**src/hdl/uvp_pkg.sv**
```systemverilog
// Package of pin timing constants and command codes for the EPROM programmer.
package uvp_pkg;

  // ****************************************************************
  // Array geometry
  // ****************************************************************
  localparam int ADDR_W      = 11;
  localparam int DATA_W      = 8;
  localparam logic [7:0] ERASED_BYTE = 8'hFF;

  // ****************************************************************
  // Clock and timing
  // ****************************************************************
  localparam int CLK_NS      = 10;
  localparam int PW_MIN_MS   = 45;
  localparam int PW_NOM_MS   = 50;
  localparam int PW_MAX_MS   = 55;
  localparam int SETUP_US    = 2;
  localparam int HOLD_US     = 2;
  localparam int ACC_NS      = 450;
  localparam int DF_NS       = 100;
  // Nominal pulse sits inside the 45 to 55 ms window.
  localparam int PW_CYC      = PW_NOM_MS * 1000000 / CLK_NS;
  localparam int PW_MIN_CYC  = (PW_MIN_MS * 1000000 + CLK_NS - 1) / CLK_NS;
  localparam int PW_MAX_CYC  = PW_MAX_MS * 1000000 / CLK_NS;
  localparam int SETUP_CYC   = (SETUP_US * 1000 + CLK_NS - 1) / CLK_NS;
  localparam int HOLD_CYC    = (HOLD_US * 1000 + CLK_NS - 1) / CLK_NS;
  localparam int ACC_CYC     = (ACC_NS + CLK_NS - 1) / CLK_NS;
  localparam int DF_CYC      = (DF_NS + CLK_NS - 1) / CLK_NS;
  localparam int CNT_W       = 24;

  // ****************************************************************
  // Commands
  // ****************************************************************
  typedef enum logic [1:0] {
    UVP_CMD_READ    = 2'h0,
    UVP_CMD_PROGRAM = 2'h1,
    UVP_CMD_PROGVER = 2'h2
  } uvp_cmd_t;

endpackage : uvp_pkg

```
**src/hdl/uvp_ctrl.sv**
```systemverilog
// Host-side programmer controller driving the pins of a 2K x 8 UV EPROM.
`timescale 1ns/1ns
module uvp_ctrl #(
  parameter int PW_CYCLES  = uvp_pkg::PW_CYC,
  parameter int NUM_UNITS  = 1
) (
  input  wire logic                     mclk,
  input  wire logic                     rst_b,
  input  wire logic                     req_valid,
  output logic                          req_ready,
  input  wire uvp_pkg::uvp_cmd_t        req_cmd,
  input  wire logic [uvp_pkg::ADDR_W-1:0] req_addr,
  input  wire logic [uvp_pkg::DATA_W-1:0] req_data,
  input  wire logic [NUM_UNITS-1:0]     req_unit_sel,
  output logic                          rsp_valid,
  output logic [uvp_pkg::DATA_W-1:0]    rsp_data,
  output logic                          rsp_fail,
  output logic [uvp_pkg::ADDR_W-1:0]    address_inputs,
  output logic [NUM_UNITS-1:0]          chip_enable_program_pulse,
  output logic                          output_enable_b,
  output logic                          vpp_high,
  output logic [uvp_pkg::DATA_W-1:0]    data_pins_o,
  output logic                          data_pins_oe,
  input  wire logic [uvp_pkg::DATA_W-1:0] data_pins_i
);
  import uvp_pkg::*;

  // ****************************************************************
  // State
  // ****************************************************************
  typedef enum logic [2:0] {
    ST_IDLE, ST_SETUP, ST_PULSE, ST_HOLD, ST_ACCESS, ST_FLOAT
  } uvp_state_t;

  uvp_state_t          state_r, state_nxt;
  logic [CNT_W-1:0]    cnt_r, cnt_nxt;
  uvp_cmd_t            cmd_r, cmd_nxt;
  logic [ADDR_W-1:0]   addr_r, addr_nxt;
  logic [DATA_W-1:0]   wdata_r, wdata_nxt;
  logic [NUM_UNITS-1:0] sel_r, sel_nxt;
  logic [NUM_UNITS-1:0] ce_r, ce_nxt;
  logic                oe_b_r, oe_b_nxt;
  logic                vpp_r, vpp_nxt;
  logic                drv_r, drv_nxt;
  logic                rv_r, rv_nxt;
  logic [DATA_W-1:0]   rdata_r, rdata_nxt;
  logic                fail_r, fail_nxt;
  logic [DATA_W-1:0]   pins_sync;

  localparam logic [CNT_W-1:0] SETUP_N = CNT_W'(SETUP_CYC);
  localparam logic [CNT_W-1:0] HOLD_N  = CNT_W'(HOLD_CYC);
  // Two extra cycles cover the synchroniser on the returned data.
  localparam logic [CNT_W-1:0] ACC_N   = CNT_W'(ACC_CYC + 2);
  localparam logic [CNT_W-1:0] DF_N    = CNT_W'(DF_CYC);
  localparam logic [CNT_W-1:0] PW_N    = CNT_W'(PW_CYCLES);

  uvp_sync u_sync (
    .mclk  (mclk),
    .rst_b (rst_b),
    .d_in  (data_pins_i),
    .d_out (pins_sync)
  );

  function automatic logic cnt_done(input logic [CNT_W-1:0] c);
    return c <= CNT_W'(1);
  endfunction : cnt_done

  // ****************************************************************
  // Sequencer
  // ****************************************************************
  always_comb begin
    state_nxt = state_r;
    cnt_nxt   = cnt_r;
    cmd_nxt   = cmd_r;
    addr_nxt  = addr_r;
    wdata_nxt = wdata_r;
    sel_nxt   = sel_r;
    ce_nxt    = ce_r;
    oe_b_nxt  = oe_b_r;
    vpp_nxt   = vpp_r;
    drv_nxt   = drv_r;
    rv_nxt    = 1'b0;
    rdata_nxt = rdata_r;
    fail_nxt  = fail_r;
    case (state_r)
      ST_IDLE: begin
        // Idle parks every unit in standby with outputs disabled.
        ce_nxt   = '1;
        oe_b_nxt = 1'b1;
        vpp_nxt  = 1'b0;
        drv_nxt  = 1'b0;
        if (req_valid) begin
          // Any address order is accepted, each request stands alone.
          cmd_nxt   = req_cmd;
          addr_nxt  = req_addr;
          wdata_nxt = req_data;
          sel_nxt   = req_unit_sel;
          fail_nxt  = 1'b0;
          if (req_cmd == UVP_CMD_READ) begin
            ce_nxt    = '0;
            oe_b_nxt  = 1'b0;
            cnt_nxt   = ACC_N;
            state_nxt = ST_ACCESS;
          end else begin
            // Program set-up: enable low, outputs off, high supply.
            ce_nxt    = '0;
            oe_b_nxt  = 1'b1;
            vpp_nxt   = 1'b1;
            drv_nxt   = 1'b1;
            cnt_nxt   = SETUP_N;
            state_nxt = ST_SETUP;
          end
        end
      end
      ST_SETUP: begin
        cnt_nxt = cnt_r - CNT_W'(1);
        if (cnt_done(cnt_r)) begin
          // Only selected units see the pulse; others stay inhibited.
          ce_nxt    = sel_r;
          cnt_nxt   = PW_N;
          state_nxt = ST_PULSE;
        end
      end
      ST_PULSE: begin
        cnt_nxt = cnt_r - CNT_W'(1);
        if (cnt_done(cnt_r)) begin
          ce_nxt    = '0;
          cnt_nxt   = HOLD_N;
          state_nxt = ST_HOLD;
        end
      end
      ST_HOLD: begin
        cnt_nxt = cnt_r - CNT_W'(1);
        if (cnt_done(cnt_r)) begin
          drv_nxt = 1'b0;
          if (cmd_r == UVP_CMD_PROGVER) begin
            // Verify reads the byte back with the supply still high.
            oe_b_nxt  = 1'b0;
            cnt_nxt   = ACC_N;
            state_nxt = ST_ACCESS;
          end else begin
            // A single pulse is issued; the user may repeat the request.
            rv_nxt    = 1'b1;
            // Supply drops before the enable rises, else the rise programs.
            vpp_nxt   = 1'b0;
            cnt_nxt   = DF_N;
            state_nxt = ST_FLOAT;
          end
        end
      end
      ST_ACCESS: begin
        cnt_nxt = cnt_r - CNT_W'(1);
        if (cnt_done(cnt_r)) begin
          rdata_nxt = pins_sync;
          // Any bit that reads back different from the written byte flags a fault.
          if (cmd_r == UVP_CMD_PROGVER) begin
            fail_nxt = (pins_sync != wdata_r);
          end
          rv_nxt    = 1'b1;
          oe_b_nxt  = 1'b1;
          // Enable stays low one more cycle so the supply is low first.
          vpp_nxt   = 1'b0;
          cnt_nxt   = DF_N;
          state_nxt = ST_FLOAT;
        end
      end
      ST_FLOAT: begin
        // Wait for the device to release the pins before a new request.
        ce_nxt  = '1;
        cnt_nxt = cnt_r - CNT_W'(1);
        if (cnt_done(cnt_r)) begin
          vpp_nxt   = 1'b0;
          state_nxt = ST_IDLE;
        end
      end
      default: begin
        state_nxt = ST_IDLE;
      end
    endcase
  end

  always_ff @(posedge mclk or negedge rst_b) begin
    if (!rst_b) begin
      state_r <= ST_IDLE;
      cnt_r   <= '0;
      cmd_r   <= UVP_CMD_READ;
      addr_r  <= '0;
      wdata_r <= ERASED_BYTE;
      sel_r   <= '0;
      ce_r    <= '1;
      oe_b_r  <= 1'b1;
      vpp_r   <= 1'b0;
      drv_r   <= 1'b0;
      rv_r    <= 1'b0;
      rdata_r <= '0;
      fail_r  <= 1'b0;
    end else begin
      state_r <= state_nxt;
      cnt_r   <= cnt_nxt;
      cmd_r   <= cmd_nxt;
      addr_r  <= addr_nxt;
      wdata_r <= wdata_nxt;
      sel_r   <= sel_nxt;
      ce_r    <= ce_nxt;
      oe_b_r  <= oe_b_nxt;
      vpp_r   <= vpp_nxt;
      drv_r   <= drv_nxt;
      rv_r    <= rv_nxt;
      rdata_r <= rdata_nxt;
      fail_r  <= fail_nxt;
    end
  end

  assign req_ready                 = (state_r == ST_IDLE);
  assign rsp_valid                 = rv_r;
  assign rsp_data                  = rdata_r;
  assign rsp_fail                  = fail_r;
  assign address_inputs            = addr_r;
  assign chip_enable_program_pulse = ce_r;
  assign output_enable_b           = oe_b_r;
  assign vpp_high                  = vpp_r;
  assign data_pins_o               = wdata_r;
  assign data_pins_oe              = drv_r;

  // ****************************************************************
  // Checks
  // ****************************************************************
  int unsigned hi_cnt;
  always_ff @(posedge mclk or negedge rst_b) begin
    if (!rst_b) hi_cnt <= 0;
    else if (state_r == ST_PULSE) hi_cnt <= hi_cnt + 1;
    else hi_cnt <= 0;
  end

  a_pulse_max_width: assert property (@(posedge mclk) disable iff (!rst_b)
    hi_cnt <= PW_CYCLES) else $error("program pulse too long");
  a_pulse_len_exact: assert property (@(posedge mclk) disable iff (!rst_b)
    $fell(state_r == ST_PULSE) |-> hi_cnt == PW_CYCLES)
    else $error("program pulse length wrong");
  a_drive_oe_high: assert property (@(posedge mclk) disable iff (!rst_b)
    data_pins_oe |-> output_enable_b) else $error("bus contention");
  a_vpp_in_prog: assert property (@(posedge mclk) disable iff (!rst_b)
    data_pins_oe |-> vpp_high) else $error("supply low in program");
  a_idle_standby: assert property (@(posedge mclk) disable iff (!rst_b)
    state_r == ST_IDLE |-> &chip_enable_program_pulse && !vpp_high)
    else $error("idle not standby");
  a_unsel_no_pulse: assert property (@(posedge mclk) disable iff (!rst_b)
    state_r == ST_PULSE |-> chip_enable_program_pulse == sel_r)
    else $error("pulse to wrong unit");
  a_read_enables: assert property (@(posedge mclk) disable iff (!rst_b)
    state_r == ST_ACCESS |-> !output_enable_b && !data_pins_oe)
    else $error("read enables wrong");
  a_verify_flag: assert property (@(posedge mclk) disable iff (!rst_b)
    rsp_valid && cmd_r == UVP_CMD_PROGVER |->
    rsp_fail == (rsp_data != wdata_r))
    else $error("verify flag wrong");
  a_enable_low_supply: assert property (@(posedge mclk) disable iff (!rst_b)
    state_r != ST_PULSE && |chip_enable_program_pulse |-> !vpp_high)
    else $error("enable high with program supply");
  a_setup_hold: assert property (@(posedge mclk) disable iff (!rst_b)
    $rose(state_r == ST_PULSE) |-> $past(data_pins_oe, 2))
    else $error("no data set-up");

  c_program: cover property (@(posedge mclk) disable iff (!rst_b)
    rsp_valid && cmd_r == UVP_CMD_PROGRAM);
  c_verify_fail: cover property (@(posedge mclk) disable iff (!rst_b)
    rsp_valid && rsp_fail);
  c_read: cover property (@(posedge mclk) disable iff (!rst_b)
    rsp_valid && cmd_r == UVP_CMD_READ);
endmodule : uvp_ctrl

```
**src/hdl/uvp_sync.sv**
```systemverilog
// Two flip-flop synchroniser for the data pins read back from the device.
`timescale 1ns/1ns
module uvp_sync (
  input  wire logic       mclk,
  input  wire logic       rst_b,
  input  wire logic [7:0] d_in,
  output logic      [7:0] d_out
);
  logic [7:0] meta_r;
  logic [7:0] sync_r;

  always_ff @(posedge mclk or negedge rst_b) begin
    if (!rst_b) begin
      meta_r <= 8'h00;
      sync_r <= 8'h00;
    end else begin
      meta_r <= d_in;
      sync_r <= meta_r;
    end
  end

  assign d_out = sync_r;
endmodule : uvp_sync

```
**config.mk**
```make
export PLATFORM = sky130hd
export DESIGN_NAME = uvp_ctrl
export DESIGN_NICKNAME = d
export VERILOG_FILES = /design/src/hdl/uvp_pkg.sv /design/src/hdl/uvp_ctrl.sv /design/src/hdl/uvp_sync.sv
export SDC_FILE = /design/constraint.sdc
export NUM_CORES = 1
export LEC_CHECK = 0
export BUFFER_PORTS_ARGS = -buffer_cell sky130_fd_sc_hd__buf_2
export CAP_MARGIN = 15
export CORE_MARGIN = 2
export CORE_UTILIZATION = 40
export DETAILED_ROUTE_END_ITERATION = 8
export PLACE_DENSITY = 0.7
export SLEW_MARGIN = 20
export SYNTH_ARGS = -nofsm -noshare
export SYNTH_HDL_FRONTEND = slang
export SYNTH_SLANG_ARGS = --single-unit
```
**constraint.sdc**
```tcl
create_clock -name mclk -period 3.7 [get_ports mclk]
set_clock_uncertainty 0.15 [all_clocks]
set_input_delay 0.185 -clock mclk [delete_from_list [all_inputs] [get_ports mclk]]
set_output_delay 0.185 -clock mclk [all_outputs]
set_load 0.02 [all_outputs]
```
==> results of run 1 <==
-- layout by cell type, fill, tap and decap left out, types with 3 or more instances in the layout --
| cell type | n |
|---|---|
| a211oi_1 | 3 |
| mux2_2 | 32 |
| clkbuf_8 | 9 |
| o21a_1 | 4 |
| dfrtp_1 | 69 |
| dlygate4sd3_1 | 31 |
| nor2_1 | 28 |
| xor2_1 | 8 |
| inv_1 | 6 |
| nor4_1 | 13 |
| a21oi_1 | 12 |
| and3_1 | 3 |
| buf_2 | 65 |
| a211o_1 | 4 |
| o211ai_1 | 3 |
| o31ai_1 | 4 |
| nand3_1 | 10 |
| o21ai_0 | 21 |
| nand2_1 | 36 |
| nor3b_1 | 4 |
| buf_4 | 9 |
| nand2b_1 | 5 |
| a31oi_1 | 6 |
| dfstp_2 | 10 |
| xnor2_1 | 3 |
| nor3_1 | 15 |
| nor2b_1 | 3 |
| o41ai_1 | 3 |
| a21o_1 | 6 |
-- flip-flops by register name, indices dropped and copies added (netlist names), 2 cells and up --
| register | flops |
|---|---|
| address_inputs | 11 |
| u_sync.meta_r | 8 |
| cmd_r | 2 |
| u_sync.d_out | 8 |
| data_pins_o | 8 |
| state_r | 3 |
| rsp_data | 8 |
| cnt_r | 24 |
-- Yosys cell counts, types with 5 or more instances --
library cell,count,area (sq um)
a21oi_1,12,60.1
nand3_1,10,50.1
xor2_1,8,70.1
mux2_2,32,360
nand2b_1,5,31.3
nand2_1,36,135
dfrtp_1,69,1730
nor3_1,15,75.1
nor4_1,13,81.3
nor2_1,28,105
o21ai_0,21,105
a21o_1,6,45.0
a31oi_1,6,37.5
inv_1,6,22.5
dfstp_2,10,263
clkbuf_1,11,41.3
-- metrics by stage --
step	hold slack, ns	cell area, sq um
after floorplan	-0.261	3830
after global placement	0.143	4310
after detailed placement	0.147	4310
after CTS	0.0145	4810
after global routing	0.0460	4810
final	0.0332	4810
-- worst max-delay path by stage --
stage	to	slack, ns
6_report	rsp_data[3]$_DFFE_PN0N_	0.69
2_1_floorplan	cnt_r[1]$_DFFE_PN0P_	0.98
3_3_place_gp	rsp_data[2]$_DFFE_PN0N_	0.85
3_5_place_dp	rsp_data[5]$_DFFE_PN0N_	0.72
5_1_grt	rsp_data[7]$_DFFE_PN0N_	0.44
4_1_cts	rsp_data[6]$_DFFE_PN0N_	0.70
-- cell type report --
type	instances	area (sq um)
Timing Repair Buffer	106	714
Inverter	6	22.5
Tap cell	129	161
Clock buffer	9	124
Sequential cell	79	1990
Fill cell	858	4470
Multi-Input combinational cell	262	1740
Clock inverter	7	62.6
-- layer usage --
metal	up-vias	global-route usage (%)
li1	1546	-
met1	1595	26.1
met2	136	32.6
met3	13	3.90
met4	0	5.33
met5	-	0
-- where the power goes --
part	switching [mW]	internal, mW	leakage [nW]
logic	0.0288	0.0364	1.19
registers	0.00411	0.872	0.953
clock network	0.354	0.259	0.0980
total	0.387	1.17	2.24
-- kinds of logic after synthesis --
logic type / Yosys count / share of synthesized area, %
xor gates and xnor gates: 11 / 2.51
buffers and inverters: 23 / 2.78
adders and majority gates: 2 / 0.653
AOI/OAI and AO/OA: 86 / 15.5
muxes: 33 / 9.67
DFF: 79 / 51.9
and+or+nand+nor: 130 / 17.0
-- critical path, stage by stage (launching register included) --
cell     delay [ns]
dfrtp_1        0.43
nor4_1         0.53
nand3_1        0.36
nor3_1         0.36
nand2_1        0.12
nor3_2         0.53
mux2_2         0.41
-- timing repair --
action,in CTS,in global routing
endpoints found under the setup margin,0,0
hold buffers,31,0
gates resized for setup,0,0
hold endpoints to repair,99,0
==> flow_summary_export.csv, run 1 <==
group,metric,value,unit
cts,clock_latency_reported_for_the_late_side_of_the_worst_skew_pair,0.35,ns
yosys,synth-async-reset-ratio,100,%
layout,fin_cells,598,
sta,post-route-period-util,81.4,%
floorplanning,die_width,102,um
detailed_routing,num_vias,3290,
layout,final_layout_size_suffix_gt1_share,30.7,%
layout,antennaDiodeCount,0,
detailed_routing,avgViaCountPerCell,5.50,
sta,max_freq,332,MHz
placement,post-place-ws,0.721,ns
global_route,gr-usage-all-layers,19.5,%
layout,synthToLayoutAreaGrowth,25.5,%
critical_path,critPathCaptureType,"flip-flop",
critical_path,arrival_time_at_the_worst_endpoint,3.10,ns
detailed_routing,first_pass_drt_iterations,5,
detailed_routing,met3_length,592,um
yosys,netlist_area,3830,sq um
yosys,postSynthCellCount,364,
global_route,globalRoute.totalOverflow,0,
placement,gpl.final_weighted_congestion,0.937,
floorplanning,fp.coreArea,9280,sq um
power_and_ir_drop,leakage,2.24,nW
detailed_routing,wirelength_met1,4240,um
sta,postLayoutSetupSlackWorst,0.688,ns
outcome,run_status,"complete, no violations",
critical_path,worstReg2RegStart,"cnt_r[16]$_DFFE_PN0P_",
power_and_ir_drop,worst_ir_drop_vdd,0.000234,V
yosys,ys_seq_elements,79,
global_route,first_pass_grt_wire_length,16100,um
critical_path,worst_setup_path_startpoint,"cnt_r[16]$_DFFE_PN0P_",
power_and_ir_drop,total_power,1.55,mW
critical_path,setup.worst_path.start_class,"flip-flop",
cts,tritoncts_clock_tree,"yes",
min_path,hold-path-cell-count,3,
cts,cts_htree_levels,3,
critical_path,worst-r2r-setup-slack,0.69,ns
floorplanning,design.die.area,10400,sq um
yosys,synthesis.nets,399,
detailed_routing,drt_wl_total,9670,um
detailed_routing,dr.first_iter.drc_count,227,
yosys,postSynthAreaPerCell,10.5,sq um
yosys,synth-warning-count,0,
layout,layout.core_utilization,51.8,%
min_path,endpoint_worst_hold,"data_pins_oe$_DFFE_PN0P_",
detailed_routing,antenna_violating_nets_post_route,0,
yosys,number_of_synthesized_flops_with_an_enable_pin,0,
floorplanning,floorplan.initialDensity,41.3,%
cts,number_of_buffers_inserted_to_repair_setup_after_cts,0,
placement,numPortBuffers,66,
yosys,synth.distinct_cells,60,
detailed_routing,maxUsedRoutingLayer,"met4",
sta,tightest_pin_transition,0.794,ns
critical_path,crit_required,3.78,ns
layout,nets,499,
cts,cts.clk_slew.worst_paths,0.09,ns
critical_path,path_class,"flip-flop to flip-flop",
yosys,yosysSeqAreaShare,51.9,%
floorplanning,io_pins,67,
floorplanning,dieHeight,102,um
detailed_routing,routedWlPerCell,16.2,um
detailed_routing,drc,0,
critical_path,rr_worst_depth,6,
global_route,grt_max_degree,80,
yosys,dominantRegCellSynth,"dfrtp_1",
min_path,hold_path.class,"input port to flip-flop",
sta,min_period,3.01,ns
cts,cts_buffer_depth,2,
sta,hold_viol,0,
min_path,hold_start,"req_valid",
critical_path,regToRegEndpoint,"rsp_data[3]$_DFFE_PN0N_",
global_route,first_global_vias,3339,
floorplanning,placement_rows,35,
sta,setup_viol,0,
detailed_routing,met2_wire_length,4740,um
critical_path,critPathMaxFanout,8,
cts,root_buffer,"clkbuf_8",
cts,numClockSinks,79,
cts,cts_made_buffers,9,
sta,setup-tns-final,0,ns
sta,slew_headroom,46.5,%
sta,grt_setup_unrepaired,"false",
placement,dp.cells,551,
job,timing.max_cap.violations,0,
global_route,number_of_antenna_violations_at_the_first_check_in_global_routing,0,
power_and_ir_drop,power_density,323,nW/um^2
placement,detailedPlacementHpwl,6430,um
sta,maxSlewViolCount,0,
No activity file was read; power rests on OpenSTA's default activity.
==> inputs of run 2 (changes only) <==
Settings changed: PLACE_DENSITY 0.7 to 0.73.
Clock period 3.7 ns to 2.4 ns, I/O delays scaled along.
==> run 2 against run 1 <==
- the run now ends with negative setup slack left
- register-to-register slack got worse by 0.87 ns
- non-clock buffer count increased by 74
- die area unchanged
- total power increased by 66%
- combinational power increased by 70%
- critical endpoint is now cnt_r[5]$_DFFE_PN0P_
==> flow_summary_export.csv, run 2 (same netlist as run 1, synthesis figures left out) <==
group,metric,value,unit
cts,clock_latency_reported_for_the_late_side_of_the_worst_skew_pair,0.35,ns
sta,setup-tns-final,-1.95,ns
global_route,grt_max_degree,44,
sta,min_period,2.59,ns
critical_path,worstReg2RegStart,"cnt_r[21]$_DFFE_PN0P_",
power_and_ir_drop,share_clk_of_total_power,43.5,%
global_route,first_pass_grt_wire_length,18700,um
cts,cts.clk_slew.worst_paths,0.09,ns
outcome,failed_checks,"negative setup slack",
critical_path,critPathMaxStageDelay,0.57,ns
layout,nets,573,
min_path,hold_path.class,"input port to asynchronous set/reset pin",
power_and_ir_drop,worst_ir_drop_vdd,0.000417,V
layout,design_area,5790,sq um
sta,setup_viol,21,
detailed_routing,avgViaCountPerCell,5.35,
layout,nFillCells,734,
layout,antennaDiodeCount,0,
sta,hold_ws,0.163,ns
critical_path,critPathSlowestCell,"or4_4",
critical_path,crit_required,2.49,ns
power_and_ir_drop,power_frac_seq,52.2,%
detailed_routing,first_pass_drt_iterations,6,
global_route,gr-usage-all-layers,23.3,%
global_route,number_of_antenna_violations_at_the_first_check_in_global_routing,0,
cts,cts_made_buffers,9,
layout,largest_register_ff_count,24,
sta,hold_viol,0,
critical_path,setup.worst_path.start_class,"flip-flop",
floorplanning,design.die.area,10400,sq um
floorplanning,fp.coreArea,9280,sq um
global_route,globalRoute.totalOverflow,0,
sta,maxSlewViolCount,0,
critical_path,worst-r2r-setup-slack,-0.19,ns
sta,max_freq,387,MHz
cts,cts_htree_levels,3,
critical_path,critPathCaptureType,"flip-flop",
detailed_routing,routedWlPerCell,17.5,um
power_and_ir_drop,power_density,447,nW/um^2
placement,numPortBuffers,66,
sta,postLayoutSetupSlackWorst,-0.186,ns
layout,synthToLayoutAreaGrowth,51.2,%
layout,largest-register,"cnt_r",
layout,final_layout_size_suffix_gt1_share,46.2,%
critical_path,critPathMaxFanout,4,
power_and_ir_drop,internal_power,2.00,mW
layout,most_used_cells_in_the_layout_excluding_fill_and_tap_cells,"dfrtp_1 (69), buf_4 (68), buf_2 (65)",
floorplanning,io_pins,67,
job,timing.max_cap.violations,0,
power_and_ir_drop,switching_share,22.7,%
layout,mostFrequentLayoutCell,"dfrtp_1",
detailed_routing,dr.first_iter.drc_count,222,
cts,tritoncts_clock_tree,"yes",
critical_path,arrival_time_at_the_worst_endpoint,2.68,ns
detailed_routing,drc,0,
global_route,first_global_vias,3818,
cts,root_buffer,"clkbuf_8",
detailed_routing,drt_wl_total,11800,um
sta,grt_setup_unrepaired,"true",
power_and_ir_drop,comb_power_share,4.3,%
placement,gpl.final_weighted_congestion,0.938,
critical_path,path_class,"flip-flop to flip-flop",
sta,tightest_pin_transition,0.552,ns
sta,slew_headroom,63.2,%
sta,post-route-period-util,108,%
power_and_ir_drop,total_power,2.59,mW
floorplanning,die_width,102,um
power_and_ir_drop,switchingPower,0.588,mW
floorplanning,dieHeight,102,um
critical_path,worst_setup_path_startpoint,"cnt_r[21]$_DFFE_PN0P_",
critical_path,cp_cell_sequence,"or2_4 > or4_4 > buf_6 > o41ai_4 > a211o_1 > buf_6 > nor4_2 > a211o_1",
placement,detailedPlacementHpwl,7540,um
cts,numClockSinks,79,
detailed_routing,num_vias,3592,
detailed_routing,antenna_violating_nets_post_route,0,
cts,cts_buffer_depth,2,
power_and_ir_drop,leakage,2.71,nW
floorplanning,placement_rows,35,
outcome,run_status,"finished with violations",
placement,dpl-instance-area,4870,sq um
floorplanning,floorplan.initialDensity,41.3,%
## run 2: layout make-up
type,count,area (sq um),share of cell area [%]
clock buffer,10,128,2.20
clock inverter,6,92.6,1.60
inverter,6,22.5,0.389
multi-input combinational,262,2060,35.5
sequential,79,1990,34.3
tap,129,161,2.79
timing repair buffer,180,1340,23.2
## run 2: worst paths after layout
kind | endpoint | cells after the start
max in group asynchronous | data_pins_o[6]$_DFFE_PN1P_ | 3
worst max register to register | cnt_r[5]$_DFFE_PN0P_ | 8
min in group mclk | u_sync.d_out[5]$_DFF_PN0_ | 0
worst min-delay path | cnt_r[13]$_DFFE_PN0P_ | 2
worst min register to register | u_sync.d_out[5]$_DFF_PN0_ | 0
worst max-delay path | cnt_r[5]$_DFFE_PN0P_ | 8
## run 2: power by group through the flow
stage / Sequential [mW] / Combinational [mW] / Clock [mW]
6_report: 1.35 / 0.111 / 1.12
5_1_grt: 1.35 / 0.122 / 1.20
4_1_cts: 1.35 / 0.108 / 1.14
3_5_place_dp: 1.38 / 0.0678 / 0
3_3_place_gp: 1.38 / 0.0639 / 0
2_1_floorplan: 1.38 / 0.00718 / 0
## run 2: metal layers
metal | up-vias | global-route usage, % | routed length [um]
li1 | 1680 | - | -
met2 | 125 | 40.9 | 6160
met4 | 0 | 9.33 | 219
met3 | 20 | 4.45 | 603
met5 | - | 0 | 0
met1 | 1767 | 28.3 | 4780
## run 2: repair_timing
item,in CTS,in global routing
endpoints found under the hold margin,71,0
setup endpoints to repair,32,37
pin swaps,2,16
hold buffers,32,0
resized for setup,18,50
cloned,0,1
buffers inserted,6,3
## run 2: worst max-delay path, delay by kind of cell (launching register included)
family | cells | cell delay [ns]
AO/OA/AOI/OAI | 3 | 0.78
buffers and inverters | 2 | 0.29
flip-flops | 1 | 0.40
AND/OR/NAND/NOR | 3 | 0.85
## run 2: through the flow
stage / setup slack (ns) / utilization [%] / instances
final: -0.186 / 62.4 / 672
after global routing: -0.275 / 62.4 / 672
after CTS: -0.119 / 59.7 / 669
after detailed placement: -0.226 / 52.4 / 615
after global placement: -0.153 / 52.4 / 615
after floorplan: -0.228 / - / 364
==> inputs of run 3 (changes only) <==
Settings changed: CTS_BUF_LIST set to sky130_fd_sc_hd__clkbuf_4 sky130_fd_sc_hd__clkbuf_8 sky130_fd_sc_hd__clkbuf_16.
==> run 3 against run 2 <==
- the flow still finishes with violations (negative setup slack)
- combinational power about the same
- routed wire length about the same
- fmax decreased by 0.81%
- critical path type unchanged
==> flow_summary_export.csv, run 3 (same netlist as run 1, synthesis figures left out) <==
group,metric,value,unit
global_route,globalRoute.totalOverflow,0,
detailed_routing,drc,0,
layout,nFillCells,731,
power_and_ir_drop,worst_ir_drop_vdd,0.000416,V
sta,tightest_pin_transition,0.553,ns
cts,numClockSinks,79,
placement,numPortBuffers,66,
global_route,first_pass_grt_wire_length,18700,um
sta,min_period,2.61,ns
global_route,number_of_antenna_violations_at_the_first_check_in_global_routing,0,
layout,antennaDiodeCount,0,
floorplanning,placement_rows,35,
layout,multi_input_area,2060,sq um
layout,mostFrequentLayoutCell,"dfrtp_1",
detailed_routing,first_pass_drt_iterations,4,
cts,cts_made_buffers,9,
critical_path,setup.worst_path.start_class,"flip-flop",
critical_path,critPathCaptureType,"flip-flop",
cts,cts_htree_levels,3,
cts,cts_buffer_depth,2,
floorplanning,fp.coreArea,9280,sq um
floorplanning,io_pins,67,
detailed_routing,antenna_violating_nets_post_route,0,
critical_path,path_class,"flip-flop to flip-flop",
detailed_routing,routedWlPerCell,17.5,um
layout,layout.core_utilization,62.4,%
sta,hold_ws,0.155,ns
sta,hold_viol,0,
sta,post-route-period-util,109,%
sta,postLayoutSetupSlackWorst,-0.207,ns
critical_path,crit_required,2.48,ns
layout,largest-register,"cnt_r",
layout,nets,573,
job,timing.max_cap.violations,0,
layout,largest_register_ff_count,24,
placement,dpl-instance-area,4870,sq um
global_route,grt_max_degree,44,
critical_path,critPathMaxFanout,4,
floorplanning,floorplan.initialDensity,41.3,%
placement,gpl.final_weighted_congestion,0.938,
global_route,first_global_vias,3814,
sta,setup_viol,23,
layout,most_used_cells_in_the_layout_excluding_fill_and_tap_cells,"dfrtp_1 (69), buf_4 (68), buf_2 (65)",
layout,layout.area.seq,1990,sq um
layout,synthToLayoutAreaGrowth,51.3,%
detailed_routing,drt_wl_total,11800,um
floorplanning,dieHeight,102,um
layout,final_layout_size_suffix_gt1_share,46.4,%
sta,setup-tns-final,-2.09,ns
power_and_ir_drop,leakage,2.71,nW
critical_path,arrival_time_at_the_worst_endpoint,2.69,ns
detailed_routing,num_vias,3593,
sta,grt_setup_unrepaired,"true",
detailed_routing,dr.first_iter.drc_count,192,
outcome,failed_checks,"negative setup slack",
layout,design_area,5800,sq um
cts,clock_latency_reported_for_the_late_side_of_the_worst_skew_pair,0.36,ns
floorplanning,design.die.area,10400,sq um
min_path,hold_path.class,"input port to asynchronous set/reset pin",
placement,detailedPlacementHpwl,7540,um
placement,post-place-ws,-0.226,ns
power_and_ir_drop,power_density,448,nW/um^2
global_route,gr-usage-all-layers,23.2,%
detailed_routing,avgViaCountPerCell,5.35,
cts,tritoncts_clock_tree,"yes",
cts,cts.clk_slew.worst_paths,0.09,ns
cts,root_buffer,"clkbuf_8",
sta,max_freq,384,MHz
floorplanning,die_width,102,um
sta,slew_headroom,63.1,%
outcome,run_status,"finished with violations",
sta,maxSlewViolCount,0,
-- run 3: final cells by class --
type / instances / share of cell area (%)
multi-input cells: 262 / 35.5
flip-flops and latches: 79 / 34.3
repair buffers: 180 / 23.2
well taps: 129 / 2.78
clock buffers: 10 / 2.27
clock inverters: 6 / 1.60
inverters: 6 / 0.389
-- run 3: worst paths after layout --
| path | from | to | slack, ns | depth (start not counted) |
|---|---|---|---|---|
| setup reg to reg | cnt_r[21]$_DFFE_PN0P_ | cnt_r[5]$_DFFE_PN0P_ | -0.21 | 8 |
| setup / recovery | cnt_r[21]$_DFFE_PN0P_ | cnt_r[5]$_DFFE_PN0P_ | -0.21 | 8 |
| hold / removal | rst_b | cnt_r[13]$_DFFE_PN0P_ | 0.16 | 2 |
| hold reg to reg | u_sync.meta_r[0]$_DFF_PN0_ | u_sync.d_out[0]$_DFF_PN0_ | 0.21 | 0 |
| min in group mclk | u_sync.meta_r[0]$_DFF_PN0_ | u_sync.d_out[0]$_DFF_PN0_ | 0.21 | 0 |
| max in group asynchronous | rst_b | data_pins_o[6]$_DFFE_PN1P_ | 1.24 | 3 |
-- run 3: power breakdown --
part,total (mW),leakage [nW],internal (mW),switching [mW]
sequential,1.35,0.953,1.34,0.00686
clock,1.13,0.107,0.606,0.529
combinational,0.111,1.65,0.0601,0.0506
-- run 3: metrics by stage --
step | instances | power [mW]
detailed placement | 615 | 1.44
global route | 672 | 2.68
global placement | 615 | 1.44
finish | 672 | 2.60
floorplan | 364 | 1.38
CTS | 669 | 2.61
-- run 3: timing repair --
item | 4_1_cts | 5_1_grt
setup buffers | 6 | 3
cloned | 0 | 1
setup endpoints to repair | 32 | 37
hold buffers | 32 | 0
resized for setup | 18 | 50
hold endpoints to repair | 71 | 0
pin swaps | 2 | 17
-- run 3: critical path: stages (launching register included) --
cell	delay, ns
dfrtp_1	0.40
or2_4	0.25
or4_4	0.57
buf_6	0.16
o41ai_4	0.28
a211o_1	0.26
buf_6	0.14
nor4_2	0.03
a211o_1	0.24
-- run 3: per-layer routing --
| layer | track usage, % | part of all wire [%] | wire [um] |
|---|---|---|---|
| met5 | 0 | 0 | 0 |
| met4 | 9.44 | 2.2 | 259 |
| met3 | 3.90 | 4.5 | 534 |
| met2 | 40.8 | 53 | 6210 |
| met1 | 28.5 | 40 | 4760 |
